===== src/common/prs_pkg.sv =====
package prs_pkg;

	// ****************************************
	// register bus
	// ****************************************
	localparam int         ADDR_WIDTH       = 8;
	localparam int         DATA_WIDTH       = 8;
	localparam logic [7:0] LOGIC_ROUTE_ADDR = 8'h01;
	localparam logic [7:0] SERIAL_LOW_ADDR  = 8'h02;
	localparam logic [7:0] SERIAL_HIGH_ADDR = 8'h03;
	localparam logic [7:0] SYNC_ROUTE_ADDR  = 8'h04;
	localparam logic [7:0] TWO_WIRE_ADDR    = 8'h05;
	localparam logic [7:0] LOGIC_ROUTE_MASK = 8'h01;
	localparam logic [7:0] SERIAL_LOW_MASK  = 8'hff;
	localparam logic [7:0] SERIAL_HIGH_MASK = 8'h0f;
	localparam logic [7:0] SYNC_ROUTE_MASK  = 8'h0f;
	localparam logic [7:0] TWO_WIRE_MASK    = 8'h0f;
	localparam logic [7:0] ROUTE_RESET      = 8'h00;
	localparam logic [7:0] READ_IDLE        = 8'h00;

	// register file indices
	localparam int REG_COUNT       = 5;
	localparam int LOGIC_IDX       = 0;
	localparam int SERIAL_LOW_IDX  = 1;
	localparam int SERIAL_HIGH_IDX = 2;
	localparam int SYNC_IDX        = 3;
	localparam int TWO_WIRE_IDX    = 4;

	// ****************************************
	// pins and signal groups
	// ****************************************
	localparam int PORT_A = 0;
	localparam int PORT_B = 1;
	localparam int PORT_C = 2;
	localparam int PORT_E = 3;
	localparam int PORT_F = 4;
	localparam int PORT_G = 5;
	localparam int PORT_COUNT = 6;
	localparam int PORT_WIDTH = 8;

	localparam int SERIAL_COUNT = 6;
	localparam int SYNC_COUNT   = 2;
	localparam int GRP_SYNC0    = 6;
	localparam int GRP_TWI_HOST = 8;
	localparam int GRP_TWI_DUAL = 9;
	localparam int GROUP_COUNT  = 10;
	localparam int LANE_COUNT   = 4;

	// lanes: serial tx/rx/clock/dir, sync mosi/miso/sck/ss, two-wire sda/scl
	localparam int LANE_0 = 0;
	localparam int LANE_1 = 1;
	localparam int LANE_2 = 2;
	localparam int LANE_3 = 3;

	localparam int GROUP_REG [GROUP_COUNT] = '{1, 1, 1, 1, 2, 2, 3, 3, 4, 4};
	localparam int GROUP_SHIFT [GROUP_COUNT] = '{0, 2, 4, 6, 0, 2, 0, 2, 2, 2};

	localparam int LUT_IN_BASE     = 0;
	localparam int LUT_OUT_DEFAULT = 3;
	localparam int LUT_OUT_ALT     = 6;

	// ****************************************
	// placements: codes is a bitmap of enabling field values
	// ****************************************
	localparam int PLACE_COUNT = 22;
	localparam int PLACE_GROUP [PLACE_COUNT] = '{0, 0, 1, 1, 2, 2, 3, 3, 4, 4, 5, 5,
		6, 6, 6, 7, 7, 7, 8, 8, 9, 9};
	localparam int PLACE_PORT [PLACE_COUNT] = '{0, 0, 2, 2, 4, 4, 1, 1, 3, 3, 5, 5,
		0, 3, 5, 2, 2, 1, 4, 1, 1, 1};
	localparam int PLACE_BASE [PLACE_COUNT] = '{0, 4, 0, 4, 0, 4, 0, 4, 0, 4, 0, 4,
		4, 0, 4, 0, 4, 4, 2, 2, 2, 6};
	localparam logic [3:0] PLACE_MASK [PLACE_COUNT] = '{4'hf, 4'hf, 4'hf, 4'hf, 4'hf, 4'h3,
		4'hf, 4'hf, 4'hf, 4'hf, 4'hf, 4'hf, 4'hf, 4'hf, 4'hf, 4'hf, 4'hf, 4'hf,
		4'h3, 4'h3, 4'h3, 4'h3};
	localparam logic [3:0] PLACE_CODES [PLACE_COUNT] = '{4'h1, 4'h2, 4'h1, 4'h2, 4'h1, 4'h2,
		4'h1, 4'h2, 4'h1, 4'h2, 4'h1, 4'h2, 4'h1, 4'h2, 4'h4, 4'h1, 4'h2, 4'h4,
		4'h3, 4'h4, 4'h1, 4'h6};

	// ****************************************
	// types
	// ****************************************
	typedef logic [PORT_COUNT-1:0][PORT_WIDTH-1:0]  port_bits_type;
	typedef logic [GROUP_COUNT-1:0][LANE_COUNT-1:0] group_bits_type;
	typedef logic [REG_COUNT-1:0][DATA_WIDTH-1:0]   route_file_type;

	typedef struct packed {
		route_file_type        route;
		logic [DATA_WIDTH-1:0] read_data;
	} state_type;

endpackage : prs_pkg


===== src/common/prs_place_if.sv =====
`timescale 1ns/100ps
interface prs_place_if;
	logic       enable;
	logic [3:0] grp_out;
	logic [3:0] grp_oe;
	logic [3:0] grp_in;
	logic [7:0] pad_in;
	logic [7:0] pad_out;
	logic [7:0] pad_oe;

	modport placer (
		input  enable,
		input  grp_out,
		input  grp_oe,
		input  pad_in,
		output grp_in,
		output pad_out,
		output pad_oe
	);

	modport owner (
		output enable,
		output grp_out,
		output grp_oe,
		output pad_in,
		input  grp_in,
		input  pad_out,
		input  pad_oe
	);
endinterface : prs_place_if


===== src/core/prs_place.sv =====
`timescale 1ns/100ps
// ****************************************
// one signal group at one pin position
// ****************************************
module prs_place #(
	parameter int         BASE = 0,
	parameter logic [3:0] MASK = 4'hf
) (
	prs_place_if.placer lane
);
	always_comb begin
		lane.pad_out = 8'h00;
		lane.pad_oe  = 8'h00;
		lane.grp_in  = 4'h0;
		for (int i = 0; i < 4; i++) begin
			if (lane.enable && MASK[i]) begin
				lane.pad_out[BASE + i] = lane.grp_out[i] & lane.grp_oe[i];
				lane.pad_oe[BASE + i]  = lane.grp_oe[i];
				lane.grp_in[i]         = lane.pad_in[BASE + i];
			end
		end
	end
endmodule : prs_place


===== src/core/prs_route_select.sv =====
`timescale 1ns/100ps
//Contract
// - logic table 0 output on PA3 (0) or PA6 (1); inputs stay PA0-PA2.
// - serial 3 bits 7:6: 0 PB0-3, 1 PB4-7, 2 reserved, 3 disconnected.
// - serial 2 bits 5:4: 0 PF0-3, 1 tx PF4 rx PF5 only, 3 disconnected.
// - serial 1 bits 3:2: 0 PC0-3, 1 PC4-7, 2 reserved, 3 no pin.
// - serial 0 bits 1:0: 0 PA0-3, 1 PA4-7, 2 reserved, 3 no pin.
// - serial 5 high register bits 3:2: 0 PG0-3, 1 PG4-7, 3 unconnected.
// - serial 4 high register bits 1:0: 0 PE0-3, 1 PE4-7, 3 unconnected.
// - sync port 1 bits 3:2: 0 PC0-3, 1 PC4-7, 2 PB4-7, 3 none.
// - sync port 0 bits 1:0: 0 PA4-7, 1 PE0-3, 2 PG4-7, 3 none.
// - two-wire 1 bits 3:2: host PF2/3 or PB2/3, dual PB2/3 or PB6/7.
module prs_route_select (
	input  logic                                 clk,
	input  logic                                 reset,
	input  logic [prs_pkg::ADDR_WIDTH-1:0]       reg_addr,
	input  logic [prs_pkg::DATA_WIDTH-1:0]       reg_wdata,
	input  logic                                 reg_write,
	input  logic                                 reg_read,
	output logic [prs_pkg::DATA_WIDTH-1:0]       reg_rdata,
	input  prs_pkg::port_bits_type               pad_in,
	output prs_pkg::port_bits_type               pad_out,
	output prs_pkg::port_bits_type               pad_oe,
	input  logic [prs_pkg::SERIAL_COUNT-1:0]     ser_tx,
	output logic [prs_pkg::SERIAL_COUNT-1:0]     ser_rx,
	input  logic [prs_pkg::SERIAL_COUNT-1:0]     serial_clock_line_out,
	input  logic [prs_pkg::SERIAL_COUNT-1:0]     serial_clock_line_oe,
	output logic [prs_pkg::SERIAL_COUNT-1:0]     serial_clock_line_in,
	input  logic [prs_pkg::SERIAL_COUNT-1:0]     direction_control_line,
	input  logic [prs_pkg::SYNC_COUNT-1:0]       spi_mosi_out,
	input  logic [prs_pkg::SYNC_COUNT-1:0]       spi_mosi_oe,
	output logic [prs_pkg::SYNC_COUNT-1:0]       spi_mosi_in,
	input  logic [prs_pkg::SYNC_COUNT-1:0]       spi_miso_out,
	input  logic [prs_pkg::SYNC_COUNT-1:0]       spi_miso_oe,
	output logic [prs_pkg::SYNC_COUNT-1:0]       spi_miso_in,
	input  logic [prs_pkg::SYNC_COUNT-1:0]       spi_sck_out,
	input  logic [prs_pkg::SYNC_COUNT-1:0]       spi_sck_oe,
	output logic [prs_pkg::SYNC_COUNT-1:0]       spi_sck_in,
	input  logic [prs_pkg::SYNC_COUNT-1:0]       spi_ss_out,
	input  logic [prs_pkg::SYNC_COUNT-1:0]       spi_ss_oe,
	output logic [prs_pkg::SYNC_COUNT-1:0]       spi_ss_in,
	input  logic                                 twi_sda_out,
	input  logic                                 twi_sda_oe,
	output logic                                 twi_sda_in,
	input  logic                                 twi_scl_out,
	input  logic                                 twi_scl_oe,
	output logic                                 twi_scl_in,
	input  logic                                 twi_dual_sda_out,
	input  logic                                 twi_dual_sda_oe,
	output logic                                 twi_dual_sda_in,
	input  logic                                 twi_dual_scl_out,
	input  logic                                 twi_dual_scl_oe,
	output logic                                 twi_dual_scl_in,
	input  logic                                 lut_out,
	output logic [2:0]                           lut_in
);
	import prs_pkg::*;

	state_type                              state;
	state_type                              next_state;
	logic [DATA_WIDTH-1:0]                  readback;
	group_bits_type                         grp_out;
	group_bits_type                         grp_oe;
	group_bits_type                         grp_in;
	logic [GROUP_COUNT-1:0][1:0]            field;
	logic [PLACE_COUNT-1:0][PORT_WIDTH-1:0] place_out;
	logic [PLACE_COUNT-1:0][PORT_WIDTH-1:0] place_oe;
	logic [PLACE_COUNT-1:0][LANE_COUNT-1:0] place_gin;
	logic                                   lut_alt;

	// ****************************************
	// register file
	// ****************************************
	always_comb begin
		case (reg_addr)
			LOGIC_ROUTE_ADDR: readback = state.route[LOGIC_IDX] & LOGIC_ROUTE_MASK;
			SERIAL_LOW_ADDR:  readback = state.route[SERIAL_LOW_IDX] & SERIAL_LOW_MASK;
			SERIAL_HIGH_ADDR: readback = state.route[SERIAL_HIGH_IDX] & SERIAL_HIGH_MASK;
			SYNC_ROUTE_ADDR:  readback = state.route[SYNC_IDX] & SYNC_ROUTE_MASK;
			TWO_WIRE_ADDR:    readback = state.route[TWO_WIRE_IDX] & TWO_WIRE_MASK;
			default:          readback = READ_IDLE;
		endcase
	end

	always_comb begin
		next_state = state;
		next_state.read_data = reg_read ? readback : READ_IDLE;
		if (reg_write) begin
			case (reg_addr)
				LOGIC_ROUTE_ADDR: next_state.route[LOGIC_IDX] = reg_wdata & LOGIC_ROUTE_MASK;
				SERIAL_LOW_ADDR:  next_state.route[SERIAL_LOW_IDX] = reg_wdata & SERIAL_LOW_MASK;
				SERIAL_HIGH_ADDR: next_state.route[SERIAL_HIGH_IDX] = reg_wdata & SERIAL_HIGH_MASK;
				SYNC_ROUTE_ADDR:  next_state.route[SYNC_IDX] = reg_wdata & SYNC_ROUTE_MASK;
				TWO_WIRE_ADDR:    next_state.route[TWO_WIRE_IDX] = reg_wdata & TWO_WIRE_MASK;
				default:          next_state.route = state.route;
			endcase
		end
	end

	always_ff @(posedge clk or posedge reset) begin
		if (reset) begin
			state.route     <= {REG_COUNT{ROUTE_RESET}};
			state.read_data <= READ_IDLE;
		end else begin
			state <= next_state;
		end
	end

	assign reg_rdata = state.read_data;

	// ****************************************
	// peripheral lanes into group vectors
	// ****************************************
	always_comb begin
		grp_out = '0;
		grp_oe  = '0;
		for (int s = 0; s < SERIAL_COUNT; s++) begin
			grp_out[s][LANE_0] = ser_tx[s];
			grp_oe[s][LANE_0]  = 1'h1;
			grp_out[s][LANE_2] = serial_clock_line_out[s];
			grp_oe[s][LANE_2]  = serial_clock_line_oe[s];
			grp_out[s][LANE_3] = direction_control_line[s];
			grp_oe[s][LANE_3]  = 1'h1;
		end
		for (int k = 0; k < SYNC_COUNT; k++) begin
			grp_out[GRP_SYNC0 + k] = {spi_ss_out[k], spi_sck_out[k], spi_miso_out[k], spi_mosi_out[k]};
			grp_oe[GRP_SYNC0 + k]  = {spi_ss_oe[k], spi_sck_oe[k], spi_miso_oe[k], spi_mosi_oe[k]};
		end
		grp_out[GRP_TWI_HOST] = {2'h0, twi_scl_out, twi_sda_out};
		grp_oe[GRP_TWI_HOST]  = {2'h0, twi_scl_oe, twi_sda_oe};
		grp_out[GRP_TWI_DUAL] = {2'h0, twi_dual_scl_out, twi_dual_sda_out};
		grp_oe[GRP_TWI_DUAL]  = {2'h0, twi_dual_scl_oe, twi_dual_sda_oe};
	end

	always_comb begin
		for (int s = 0; s < SERIAL_COUNT; s++) begin
			ser_rx[s]               = grp_in[s][LANE_1];
			serial_clock_line_in[s] = grp_in[s][LANE_2];
		end
		for (int k = 0; k < SYNC_COUNT; k++) begin
			spi_mosi_in[k] = grp_in[GRP_SYNC0 + k][LANE_0];
			spi_miso_in[k] = grp_in[GRP_SYNC0 + k][LANE_1];
			spi_sck_in[k]  = grp_in[GRP_SYNC0 + k][LANE_2];
			spi_ss_in[k]   = grp_in[GRP_SYNC0 + k][LANE_3];
		end
		twi_sda_in      = grp_in[GRP_TWI_HOST][LANE_0];
		twi_scl_in      = grp_in[GRP_TWI_HOST][LANE_1];
		twi_dual_sda_in = grp_in[GRP_TWI_DUAL][LANE_0];
		twi_dual_scl_in = grp_in[GRP_TWI_DUAL][LANE_1];
	end

	// ****************************************
	// route fields and placements
	// ****************************************
	for (genvar g = 0; g < GROUP_COUNT; g++) begin : g_field
		assign field[g] = state.route[GROUP_REG[g]][GROUP_SHIFT[g] +: 2];
	end

	for (genvar p = 0; p < PLACE_COUNT; p++) begin : g_place
		prs_place_if lane ();

		// unlisted codes, reserved ones included, leave the group off every pin
		assign lane.enable  = PLACE_CODES[p][field[PLACE_GROUP[p]]];
		assign lane.grp_out = grp_out[PLACE_GROUP[p]];
		assign lane.grp_oe  = grp_oe[PLACE_GROUP[p]];
		assign lane.pad_in  = pad_in[PLACE_PORT[p]];

		prs_place #(
			.BASE (PLACE_BASE[p]),
			.MASK (PLACE_MASK[p])
		) u_place (
			.lane (lane.placer)
		);

		assign place_out[p] = lane.pad_out;
		assign place_oe[p]  = lane.pad_oe;
		assign place_gin[p] = lane.grp_in;
	end

	// ****************************************
	// pin merge
	// ****************************************
	assign lut_alt = state.route[LOGIC_IDX][0];
	assign lut_in  = pad_in[PORT_A][LUT_IN_BASE +: 3];

	always_comb begin
		pad_out = '0;
		pad_oe  = '0;
		grp_in  = '0;
		for (int p = 0; p < PLACE_COUNT; p++) begin
			pad_out[PLACE_PORT[p]]  = pad_out[PLACE_PORT[p]] | place_out[p];
			pad_oe[PLACE_PORT[p]]   = pad_oe[PLACE_PORT[p]] | place_oe[p];
			grp_in[PLACE_GROUP[p]] = grp_in[PLACE_GROUP[p]] | place_gin[p];
		end
		if (lut_alt) begin
			pad_out[PORT_A][LUT_OUT_ALT] = pad_out[PORT_A][LUT_OUT_ALT] | lut_out;
			pad_oe[PORT_A][LUT_OUT_ALT]  = 1'h1;
		end else begin
			pad_out[PORT_A][LUT_OUT_DEFAULT] = pad_out[PORT_A][LUT_OUT_DEFAULT] | lut_out;
			pad_oe[PORT_A][LUT_OUT_DEFAULT]  = 1'h1;
		end
	end
endmodule : prs_route_select


===== config.mk =====
export PLATFORM = sky130hd
export DESIGN_NAME = prs_route_select
export DESIGN_NICKNAME = d
export VERILOG_FILES = /design/src/common/prs_pkg.sv /design/src/common/prs_place_if.sv /design/src/core/prs_place.sv /design/src/core/prs_route_select.sv
export SDC_FILE = /design/constraint.sdc
export NUM_CORES = 1
export LEC_CHECK = 0
export BUFFER_PORTS_ARGS = -buffer_cell sky130_fd_sc_hd__buf_2
export CAP_MARGIN = 0
export CORE_AREA = 2 2 95 97
export DETAILED_ROUTE_END_ITERATION = 7
export DIE_AREA = 0 0 97 99
export GPL_TIMING_DRIVEN = 0
export PLACE_DENSITY = 0.75
export SLEW_MARGIN = 20
export SYNTH_ARGS = -nofsm -noshare
export SYNTH_HDL_FRONTEND = slang
export SYNTH_SLANG_ARGS = --single-unit
export TNS_END_PERCENT = 50

===== constraint.sdc =====
create_clock -name clk -period 2.7 [get_ports clk]
set_input_delay 0.675 -clock clk [delete_from_list [all_inputs] [get_ports clk]]
set_output_delay 0.675 -clock clk [all_outputs]
set_load 0.05 [all_outputs]

==> results of run 1 <==
[through the flow]
stage / hold slack (ns) / area, µm² / worst slack [ns] / power (mW) / util (%)
global placement: 0.4902 / 3984 / 0.3561 / 1.360 / 46.59
finish: 0.4774 / 4073 / 0.1760 / 1.725 / 47.63
global route: 0.5383 / 4073 / 0.04675 / 1.805 / 47.63
floorplan: 0.4791 / 2753 / 0.2084 / 1.162 / -
CTS: 0.5284 / 4070 / 0.01838 / 1.731 / 47.60
detailed placement: 0.5150 / 3984 / 0.3299 / 1.371 / 46.59
[area by class of cell]
type,instances,area share [%]
inverter,11,1.014
timing repair buffer,219,26.91
multi-input combinational,241,40.92
buffer,47,7.896
clock buffer,7,2.120
tap,108,3.318
sequential,29,17.82
[cell usage after synthesis (10+ instances only)]
library cell,count,area (µm²)
inv_1,11,41.29
and3_1,10,62.56
dfrtp_1,29,725.7
nor2_1,26,97.59
a21o_1,12,90.09
nand2_1,18,67.56
nand3_1,23,115.1
o21ai_0,10,50.05
and2_1,16,100.1
mux2i_1,20,200.2
mux2_2,21,236.5
a32o_1,12,120.1
buf_4,36,270.3
nor2b_1,12,75.07
[report_power, final]
group	switching, mW	total, mW	internal (mW)
Clock	0.152	0.354	0.202
Combinational	0.645	0.898	0.254
Sequential	0.0237	0.473	0.450
Total	0.820	1.73	0.905
[how the worst max path moves through the flow]
stage / from / endpoint / slack (ns) / depth (start not counted)
global route: field[13]$_DFFE_PP0P_ / spi_ss_in[0] / 0.05 / 5
detailed placement: field[13]$_DFFE_PP0P_ / spi_ss_in[0] / 0.33 / 5
finish: field[17]$_DFFE_PP0P_ / pad_oe[14] / 0.18 / 5
floorplan: pad_in[20] / spi_mosi_in[1] / 0.21 / 2
global placement: field[13]$_DFFE_PP0P_ / spi_ss_in[0] / 0.36 / 5
CTS: field[13]$_DFFE_PP0P_ / spi_ss_in[0] / 0.02 / 5
[sequential cells by signal, summed over array words and instances (netlist names)]
| signal | count |
|---|---|
| field | 18 |
| lut_alt | 1 |
| reg_rdata | 8 |
| state | 2 |
[cells in the final DEF (no fill, tap or decap), drive strengths merged, types with 2 or more instances in the layout]
cell    count
conb       16
o21ai      10
o22ai       2
nand2      18
ha          2
clkbuf     13
mux2i      20
nor2       26
a22oi       3
a221oi      4
a221o       3
a211oi      4
a21o       12
and2       16
buf       260
a22o        8
nor3        2
and3       10
mux2       21
a222oi      2
a21boi      2
a32oi       3
nor2b      12
a32o       12
dfrtp      29
inv        11
nand3      23
nand4       4
[layer usage]
metal  share of wire (%)  vias to the layer above
met5                   0                        -
met4                 1.5                        0
met3                 7.4                       17
met2                  49                      154
met1                  42                     1604
li1                    -                     1578
[repair_timing]
action	4_1_cts	5_1_grt
setup endpoints to repair	0	17
endpoints found under the hold margin	0	0
gates resized for setup	0	4
[worst register-to-register path: cells and delay by family (launching register included)]
family	cells	cell delay, ns
compound gates	2	0.44
buf+inv	1	0.30
flops	1	0.32
[cells by family (layout without fill, tap and decap cells)]
family,Yosys count,after routing,share of synthesized area [%]
fa+ha+maj,2,2,0.9279
buf+inv,58,284,13.36
simple gates,117,117,23.11
mux,41,41,16.19
flops,29,29,26.91
other cells,1,16,0.1391
compound gates,65,65,19.35
==> flow_metrics.env, run 1 <==
export IMPL_cts_root_buf="clkbuf_8"
export IMPL_regArea_um2=725.7
export IMPL_pin_count=248
export IMPL_start_util_pct=31.53
export IMPL_grtUsageMet3_pct=4.681
export IMPL_grt_pass1_vias=3065
export IMPL_area_delta_synth_final_pct=51.04
export IMPL_insertion_delay_ns=0.27
export IMPL_synth_edf_count=0
export IMPL_synth_avg_cell_area_um2=8.614
export IMPL_critical_path_arrival_ns=1.85
export IMPL_grt_overflow_total=0
export IMPL_drv_cap=0
export IMPL_p_leak_nw=2.341
export IMPL_finalSetupViolCount=0
export IMPL_startpoint_type="flip-flop"
export IMPL_r2r_cells=3
export IMPL_ys_seq_area_share_pct=26.91
export IMPL_critical_path_class="flip-flop to output pin"
export IMPL_clk_pin_slew_ns=0.06
export IMPL_required_ns=2.03
export IMPL_fin_crit_ns=2.524
export IMPL_min_period_over_period_pct=93.48
export IMPL_dieArea_mm2=0.009603
export IMPL_vdd_drop_max_mv=0.1565
export IMPL_gp_congestion=0.9126
export IMPL_fin_cells=662
export IMPL_synth_flop_cell="dfrtp_1"
export IMPL_critPathCaptureType="output pin"
export IMPL_die_h_um=99
export IMPL_drive_gt1_share_pct=53.43
export IMPL_r2r_end="reg_rdata[0]$_DFF_PP0_"
export IMPL_cp_max_fo=6
export IMPL_hold_violations=0
export IMPL_totalWireLength_um=10400
export IMPL_yosys_warnings=0
export IMPL_max_freq_mhz=396.2
export IMPL_dp_hpwl_um=8543
export IMPL_synth_seq_cells=29
export IMPL_power_density_mw_per_mm2=423.7
export IMPL_path_cells="inv_1, ha_1, a222oi_1, inv_1, buf_2"
export IMPL_synthDistinctLibCells=38
export IMPL_hold_class="input pin to asynchronous set/reset pin"
export IMPL_critPathMaxStageDelay_ns=0.44
export IMPL_skew_ns=0.001950
export IMPL_die_width_um=97
export IMPL_use_met2_pct=32.32
export IMPL_drt_iter0_drc=165
export IMPL_globalRouteMet1Util_pct=27.28
export IMPL_cts_buffer_depth=2
export IMPL_rsz0062_at_grt="false"
export IMPL_holdBufCountCts=0
export IMPL_diodes=0
export IMPL_ant_nets=0
export IMPL_post_cts_setup_buffers=0
export IMPL_relSlewSlack_pct=58.43
export IMPL_dp_cells=655
export IMPL_grt_max_degree=30
export IMPL_finish_net_count=673
export IMPL_cts_inserted_buffers=5
export IMPL_drcViolationCount=0
export IMPL_num_vias=3353
export IMPL_grt_total_usage_pct=19.96
export IMPL_htreeDepth=2
export IMPL_async_flop_share_pct=100.0
export IMPL_num_rows=34
export IMPL_worstMarginPinSlew_ns=0.6227
export IMPL_nFillCells=865
export IMPL_worst_path_max_delay_cell="dfrtp_1"
export IMPL_cts_tree="yes"
export IMPL_multi_input_area_mm2=0.001667
export IMPL_crit_buf_inv=3
export IMPL_setup_tns_ns=0
export IMPL_antenna_found_initial=0
export IMPL_finalMaxSlewViolations=0
export IMPL_crit_path_frequent_cell="inv_1"
export IMPL_r2r_slack_ns=1.55
export IMPL_status="complete, no violations"
export IMPL_firstDrtPassIters=5
export IMPL_synth_cells=313
export IMPL_synthesis_area_mm2=0.002696
export IMPL_viasPerCell=5.065
export IMPL_wl_per_cell_um=15.72
export IMPL_clock_sinks=29
export IMPL_rr_startpoint="field[0]$_DFFE_PP0P_"
export IMPL_grt_pass1_wl_um=15730
export IMPL_critical_path_top_delay_family="flip-flops"
export IMPL_io_buffers=219
export IMPL_grt_busiest_layer="met2"
export IMPL_fp_coreArea_mm2=0.008551
(Power assumes the default switching activity.)
==> run 2: changes to the inputs <==
--- a/config.mk
+++ b/config.mk
@@ -7,9 +7,10 @@
 export LEC_CHECK = 0
 export BUFFER_PORTS_ARGS = -buffer_cell sky130_fd_sc_hd__buf_2
 export CAP_MARGIN = 0
-export CORE_AREA = 2 2 95 97
+export CORE_AREA = 3 3 96 98
+export CTS_CLUSTER_SIZE = 40
 export DETAILED_ROUTE_END_ITERATION = 7
-export DIE_AREA = 0 0 97 99
+export DIE_AREA = 0 0 99 101
 export GPL_TIMING_DRIVEN = 0
 export PLACE_DENSITY = 0.75
 export SLEW_MARGIN = 20
==> run 2 against run 1 <==
Compared with the run above: critical path depth did not move; clock power grew 8.8%; combinational power barely moved; sequential share of layout area is 0.076 points lower; worst hold slack worse by 0.0065 ns; register-to-register slack is essentially flat; die area up 4.1%; design area up 0.43%; count of clock-buffer cells in the layout unchanged; first-iteration DRC count rose by 63%; maximum frequency fell by 1.3%; flip-flop and latch count did not move; critical path type unchanged; largest power group unchanged.
==> flow_metrics.env, run 2 (synthesis results as in run 1) <==
export IMPL_whs_ns=0.4709
export IMPL_max_freq_mhz=391.1
export IMPL_finalMaxSlewViolations=0
export IMPL_viasPerCell=4.998
export IMPL_layout_setup_ws_ns=0.1428
export IMPL_io_buffers=219
export IMPL_final_core_util_pct=47.83
export IMPL_dp_cells=655
export IMPL_antenna_found_initial=0
export IMPL_die_width_um=99
export IMPL_htreeDepth=2
export IMPL_grt_pass1_wl_um=15470
export IMPL_grt_max_degree=30
export IMPL_finish_net_count=673
export IMPL_post_cts_setup_buffers=0
export IMPL_drcViolationCount=0
export IMPL_holdBufCountCts=0
export IMPL_regArea_um2=725.7
export IMPL_rsz0062_at_grt="false"
export IMPL_drt_iter0_drc=269
export IMPL_nFillCells=872
export IMPL_totalWireLength_um=10580
export IMPL_ant_nets=0
export IMPL_gp_congestion=0.8573
export IMPL_required_ns=2.03
export IMPL_critical_path_arrival_ns=1.88
export IMPL_setup_tns_ns=0
export IMPL_clock_sinks=29
export IMPL_worstMarginPinSlew_ns=0.6139
export IMPL_place_area_mm2=0.003984
export IMPL_area_delta_synth_final_pct=51.69
export IMPL_vdd_drop_max_mv=0.1565
export IMPL_drive_gt1_share_pct=53.87
export IMPL_power_mw=1.756
export IMPL_relSlewSlack_pct=59.02
export IMPL_skew_ns=0.001927
export IMPL_wl_per_cell_um=15.96
export IMPL_diodes=0
export IMPL_hold_violations=0
export IMPL_most_common_layout_cells="buf_2 (224), buf_4 (36), dfrtp_1 (29)"
export IMPL_drv_cap=0
export IMPL_grt_pass1_vias=2875
export IMPL_finalSetupViolCount=0
export IMPL_fin_crit_ns=2.557
export IMPL_fin_cells=663
export IMPL_largest_reg_flops=18
export IMPL_dieArea_mm2=0.009999
export IMPL_power_density_mw_per_mm2=429.3
export IMPL_start_util_pct=31.53
export IMPL_ctsResizeCount=0
export IMPL_multi_input_area_mm2=0.001669
export IMPL_cts_inserted_buffers=5
export IMPL_insertion_delay_ns=0.27
export IMPL_num_vias=3314
export IMPL_clk_pin_slew_ns=0.06
export IMPL_num_rows=34
export IMPL_cts_root_buf="clkbuf_8"
export IMPL_cts_buffer_depth=2
export IMPL_firstDrtPassIters=6
export IMPL_dp_hpwl_um=8890
export IMPL_critical_path_class="flip-flop to output pin"
export IMPL_grt_total_usage_pct=19.17
export IMPL_fp_coreArea_mm2=0.008551
export IMPL_die_h_um=101
export IMPL_final_common_cell="buf_2"
export IMPL_cp_max_fo=6
export IMPL_status="complete, no violations"
export IMPL_startpoint_type="flip-flop"
export IMPL_stdcell_area_mm2=0.004090
export IMPL_pin_count=248
export IMPL_grt_overflow_total=0
export IMPL_critPathCaptureType="output pin"
export IMPL_p_leak_nw=2.351
export IMPL_hold_class="input pin to asynchronous set/reset pin"
export IMPL_cts_tree="yes"
export IMPL_dp_slack_ns=0.3170
export IMPL_min_period_over_period_pct=94.71
## run 2: cell types whose count changed in the layout (fill, tap and decap cells not counted), sizes merged
cell    delta
clkinv     +1
## run 2: layout make-up
type | count | area share [%]
Multi-Input combinational cell | 241 | 40.81
Timing Repair Buffer | 219 | 26.80
Sequential cell | 29 | 17.74
Buffer | 47 | 7.862
Tap cell | 108 | 3.304
Clock buffer | 7 | 2.355
Inverter | 11 | 1.009
Clock inverter | 1 | 0.1224
## run 2: path summary, 6_finish.rpt
check                                      start                endpoint  slack [ns]  cells after the start
max in group asynchronous                  reset    field[1]$_DFFE_PP0P_        1.82                      2
hold reg to reg            state[41]$_DFFE_PP0P_   state[41]$_DFFE_PP0P_        0.52                      1
setup / recovery           field[17]$_DFFE_PP0P_              pad_oe[14]        0.14                      5
hold / removal                             reset  reg_rdata[1]$_DFF_PP0_        0.47                      2
setup reg to reg            field[0]$_DFFE_PP0P_  reg_rdata[0]$_DFF_PP0_        1.55                      3
min in group clk           state[41]$_DFFE_PP0P_   state[41]$_DFFE_PP0P_        0.52                      1
## run 2: per-layer routing
| metal | global-route usage, % | up-vias | share of wire, % |
|---|---|---|---|
| li1 | - | 1578 | - |
| met1 | 26.30 | 1587 | 41 |
| met2 | 31.30 | 143 | 51 |
| met3 | 4.913 | 6 | 7.7 |
| met4 | 2.416 | 0 | 0.52 |
| met5 | 0 | - | 0 |
## run 2: critical path: stages (launching register included)
cell and delay, ns:
dfrtp_1 0.43, inv_1 0.15, ha_1 0.38, a222oi_1 0.37, inv_1 0.07, buf_2 0.21
## run 2: report_power, final
| part | switching [mW] | leakage [nW] | internal, mW |
|---|---|---|---|
| logic | 0.645 | 1.90 | 0.254 |
| registers | 0.0230 | 0.401 | 0.450 |
| clock network | 0.155 | 0.0542 | 0.230 |
| total | 0.823 | 2.35 | 0.933 |
==> run 3: changes to the inputs <==
--- a/config.mk
+++ b/config.mk
@@ -12,7 +12,7 @@
 export DETAILED_ROUTE_END_ITERATION = 7
 export DIE_AREA = 0 0 99 101
 export GPL_TIMING_DRIVEN = 0
-export PLACE_DENSITY = 0.75
+export PLACE_DENSITY = 0.78
 export SLEW_MARGIN = 20
 export SYNTH_ARGS = -nofsm -noshare
 export SYNTH_HDL_FRONTEND = slang
==> constraint.sdc (replaced) <==
create_clock -name clk -period 2.1 [get_ports clk]
set_input_delay 0.525 -clock clk [delete_from_list [all_inputs] [get_ports clk]]
set_output_delay 0.525 -clock clk [all_outputs]
set_load 0.05 [all_outputs]
==> run 3 against run 2 <==
Compared with the run above: die area stayed put; utilization increased by 4.3 points; final cell count up 1.7%; sequential power increased by 30%; count of clock-buffer cells in the layout down 1; clock power increased by 14%; total power increased by 31%; routed wire length grew 3.0%; flip-flop and latch count did not move; worst setup slack lost 0.14 ns; worst hold slack got worse by 0.14 ns; first-iteration DRC count shrank 28%; critical endpoint unchanged.
==> flow_metrics.env, run 3 (synthesis results as in run 1) <==
export IMPL_fin_cells=674
export IMPL_drive_gt1_share_pct=59.36
export IMPL_die_h_um=101
export IMPL_area_delta_synth_final_pct=65.48
export IMPL_start_util_pct=31.53
export IMPL_totalWireLength_um=10900
export IMPL_fin_crit_ns=2.097
export IMPL_grt_pass1_wl_um=15650
export IMPL_dp_cells=655
export IMPL_htreeDepth=2
export IMPL_p_clk_share_pct=19.1
export IMPL_layout_setup_ws_ns=0.002841
export IMPL_drt_iter0_drc=193
export IMPL_grt_max_degree=30
export IMPL_final_common_cell="buf_2"
export IMPL_ant_nets=0
export IMPL_hold_class="input pin to asynchronous set/reset pin"
export IMPL_crit_buf_inv=4
export IMPL_worst_path_max_delay_cell="dfrtp_1"
export IMPL_die_width_um=99
export IMPL_relSlewSlack_pct=58.17
export IMPL_grt_pass1_vias=2954
export IMPL_firstDrtPassIters=5
export IMPL_critical_path_class="flip-flop to output pin"
export IMPL_crit_path_frequent_cell="buf_6"
export IMPL_vdd_drop_max_mv=0.2174
export IMPL_clock_sinks=29
export IMPL_grt_total_usage_pct=19.42
export IMPL_cts_tree="yes"
export IMPL_nFillCells=821
export IMPL_fp_coreArea_mm2=0.008551
export IMPL_top_layer="met4"
export IMPL_diodes=0
export IMPL_p_int_mw=1.204
export IMPL_dp_slack_ns=-0.08631
export IMPL_finish_net_count=684
export IMPL_finalMaxSlewViolations=0
export IMPL_largest_reg_flops=18
export IMPL_most_common_layout_cells="buf_2 (188), buf_4 (64), dfrtp_1 (26)"
export IMPL_skew_ns=0.001766
export IMPL_grt_overflow_total=0
export IMPL_dp_hpwl_um=8709
export IMPL_num_vias=3376
export IMPL_startpoint_type="flip-flop"
export IMPL_viasPerCell=5.009
export IMPL_p_seq_share_pct=26.9
export IMPL_dieArea_mm2=0.009999
export IMPL_p_sw_share_pct=47.62
export IMPL_comb_power_share_pct=54.0
export IMPL_drcViolationCount=0
export IMPL_finalSetupViolCount=0
export IMPL_p_leak_nw=2.463
export IMPL_cts_inserted_buffers=5
export IMPL_path_cells="buf_6, nor2b_4, buf_8, a222oi_1, inv_1, buf_6"
export IMPL_power_mw=2.299
export IMPL_status="complete, no violations"
export IMPL_switchingPower_mw=1.095
export IMPL_route_met2_wl_um=5568
export IMPL_drv_cap=0
export IMPL_clk_pin_slew_ns=0.06
export IMPL_num_rows=34
export IMPL_critical_path_top_delay_family="buffers and inverters"
export IMPL_cts_buffer_depth=2
export IMPL_max_freq_mhz=476.8
export IMPL_pin_count=248
export IMPL_io_buffers=219
export IMPL_hold_violations=0
export IMPL_power_density_mw_per_mm2=515.2
export IMPL_multi_input_area_mm2=0.001792
export IMPL_min_period_over_period_pct=99.86
export IMPL_regArea_um2=729.5
export IMPL_insertion_delay_ns=0.27
export IMPL_antenna_found_initial=0
export IMPL_gp_congestion=0.8665
export IMPL_met3_length_um=649
export IMPL_wl_per_cell_um=16.17
export IMPL_wl_met1_um=4615
export IMPL_required_ns=1.57
export IMPL_cp_max_fo=5
export IMPL_cts_root_buf="clkbuf_8"
export IMPL_critPathMaxStageDelay_ns=0.39
export IMPL_critPathCaptureType="output pin"
export IMPL_worstMarginPinSlew_ns=0.6265
export IMPL_critical_path_arrival_ns=1.57
export IMPL_rsz0062_at_grt="true"
## run 3: cell types whose count changed in the layout (fill, tap and decap cells not counted), moves of 4 or more
cell / before / now
buf_4: 36 / 64
nor2_4: 0 / 4
nor2b_1: 11 / 4
nor2_1: 26 / 18
nor2_2: 0 / 4
buf_6: 0 / 10
buf_2: 224 / 188
o21ai_0: 10 / 4
o21ai_1: 0 / 6
clkbuf_4: 0 / 10
nor2b_4: 0 / 8
## run 3: layout make-up
class	instances	share of cell area, %
inverter	11	0.9815
buffer	45	7.992
sequential	29	16.35
multi-input combinational	241	40.16
tap	108	3.029
timing repair buffer	232	29.64
clock inverter	2	0.2243
clock buffer	6	1.626
## run 3: final timing paths
path,startpoint,endpoint,slack [ns],cells after the start
max in group asynchronous,reset,field[10]$_DFFE_PP0P_,1.33,2
min,reset,field[0]$_DFFE_PP0P_,0.33,2
min in group clk,reg_wdata[5],field[5]$_DFFE_PP0P_,0.48,2
max reg2reg,field[14]$_DFFE_PP0P_,reg_rdata[2]$_DFF_PP0_,0.90,4
min reg2reg,state[41]$_DFFE_PP0P_,state[41]$_DFFE_PP0P_,0.53,1
max,field[15]$_DFFE_PP0P_,pad_oe[14],0.003,6
## run 3: timing repair
action / 4_1_cts / 5_1_grt
gates resized for setup: 62 / 43
hold buffers: 0 / 0
pin swaps: 1 / 2
hold endpoints to repair: 0 / 0
setup endpoints to repair: 66 / 60
setup buffers: 9 / 3
cloned: 1 / 0
## run 3: power by group through the flow
stage                     registers, mW  logic (mW)  clock network, mW
after floorplan                   0.606       0.890                  0
after global placement            0.617        1.14                  0
after detailed placement          0.618        1.15                  0
after CTS                         0.613        1.20              0.450
after global routing              0.621        1.30              0.481
final                             0.617        1.24              0.439
## run 3: worst register-to-register path, cell delays in order, from the launching register on
cell	delay, ns
dfrtp_1	0.42
buf_6	0.15
buf_4	0.13
a221oi_1	0.28
a211oi_1	0.09
## run 3: metrics by stage
step                      setup TNS, ns  instance area (µm²)  util (%)  hold WS, ns
after floorplan                 -0.3876                 2753         -       0.4791
after global placement          -0.3430                 3984     46.59       0.4894
after detailed placement        -0.6545                 3984     46.59       0.5156
after CTS                       -0.1372                 4318     50.50       0.4716
after global routing            -0.1486                 4462     52.18       0.3545
final                                 0                 4462     52.18       0.3267
## run 3: routing by layer
layer	track usage, %	vias up
li1	-	1601
met1	26.91	1646
met2	31.71	118
met3	4.291	11
met4	2.836	0
met5	0	-
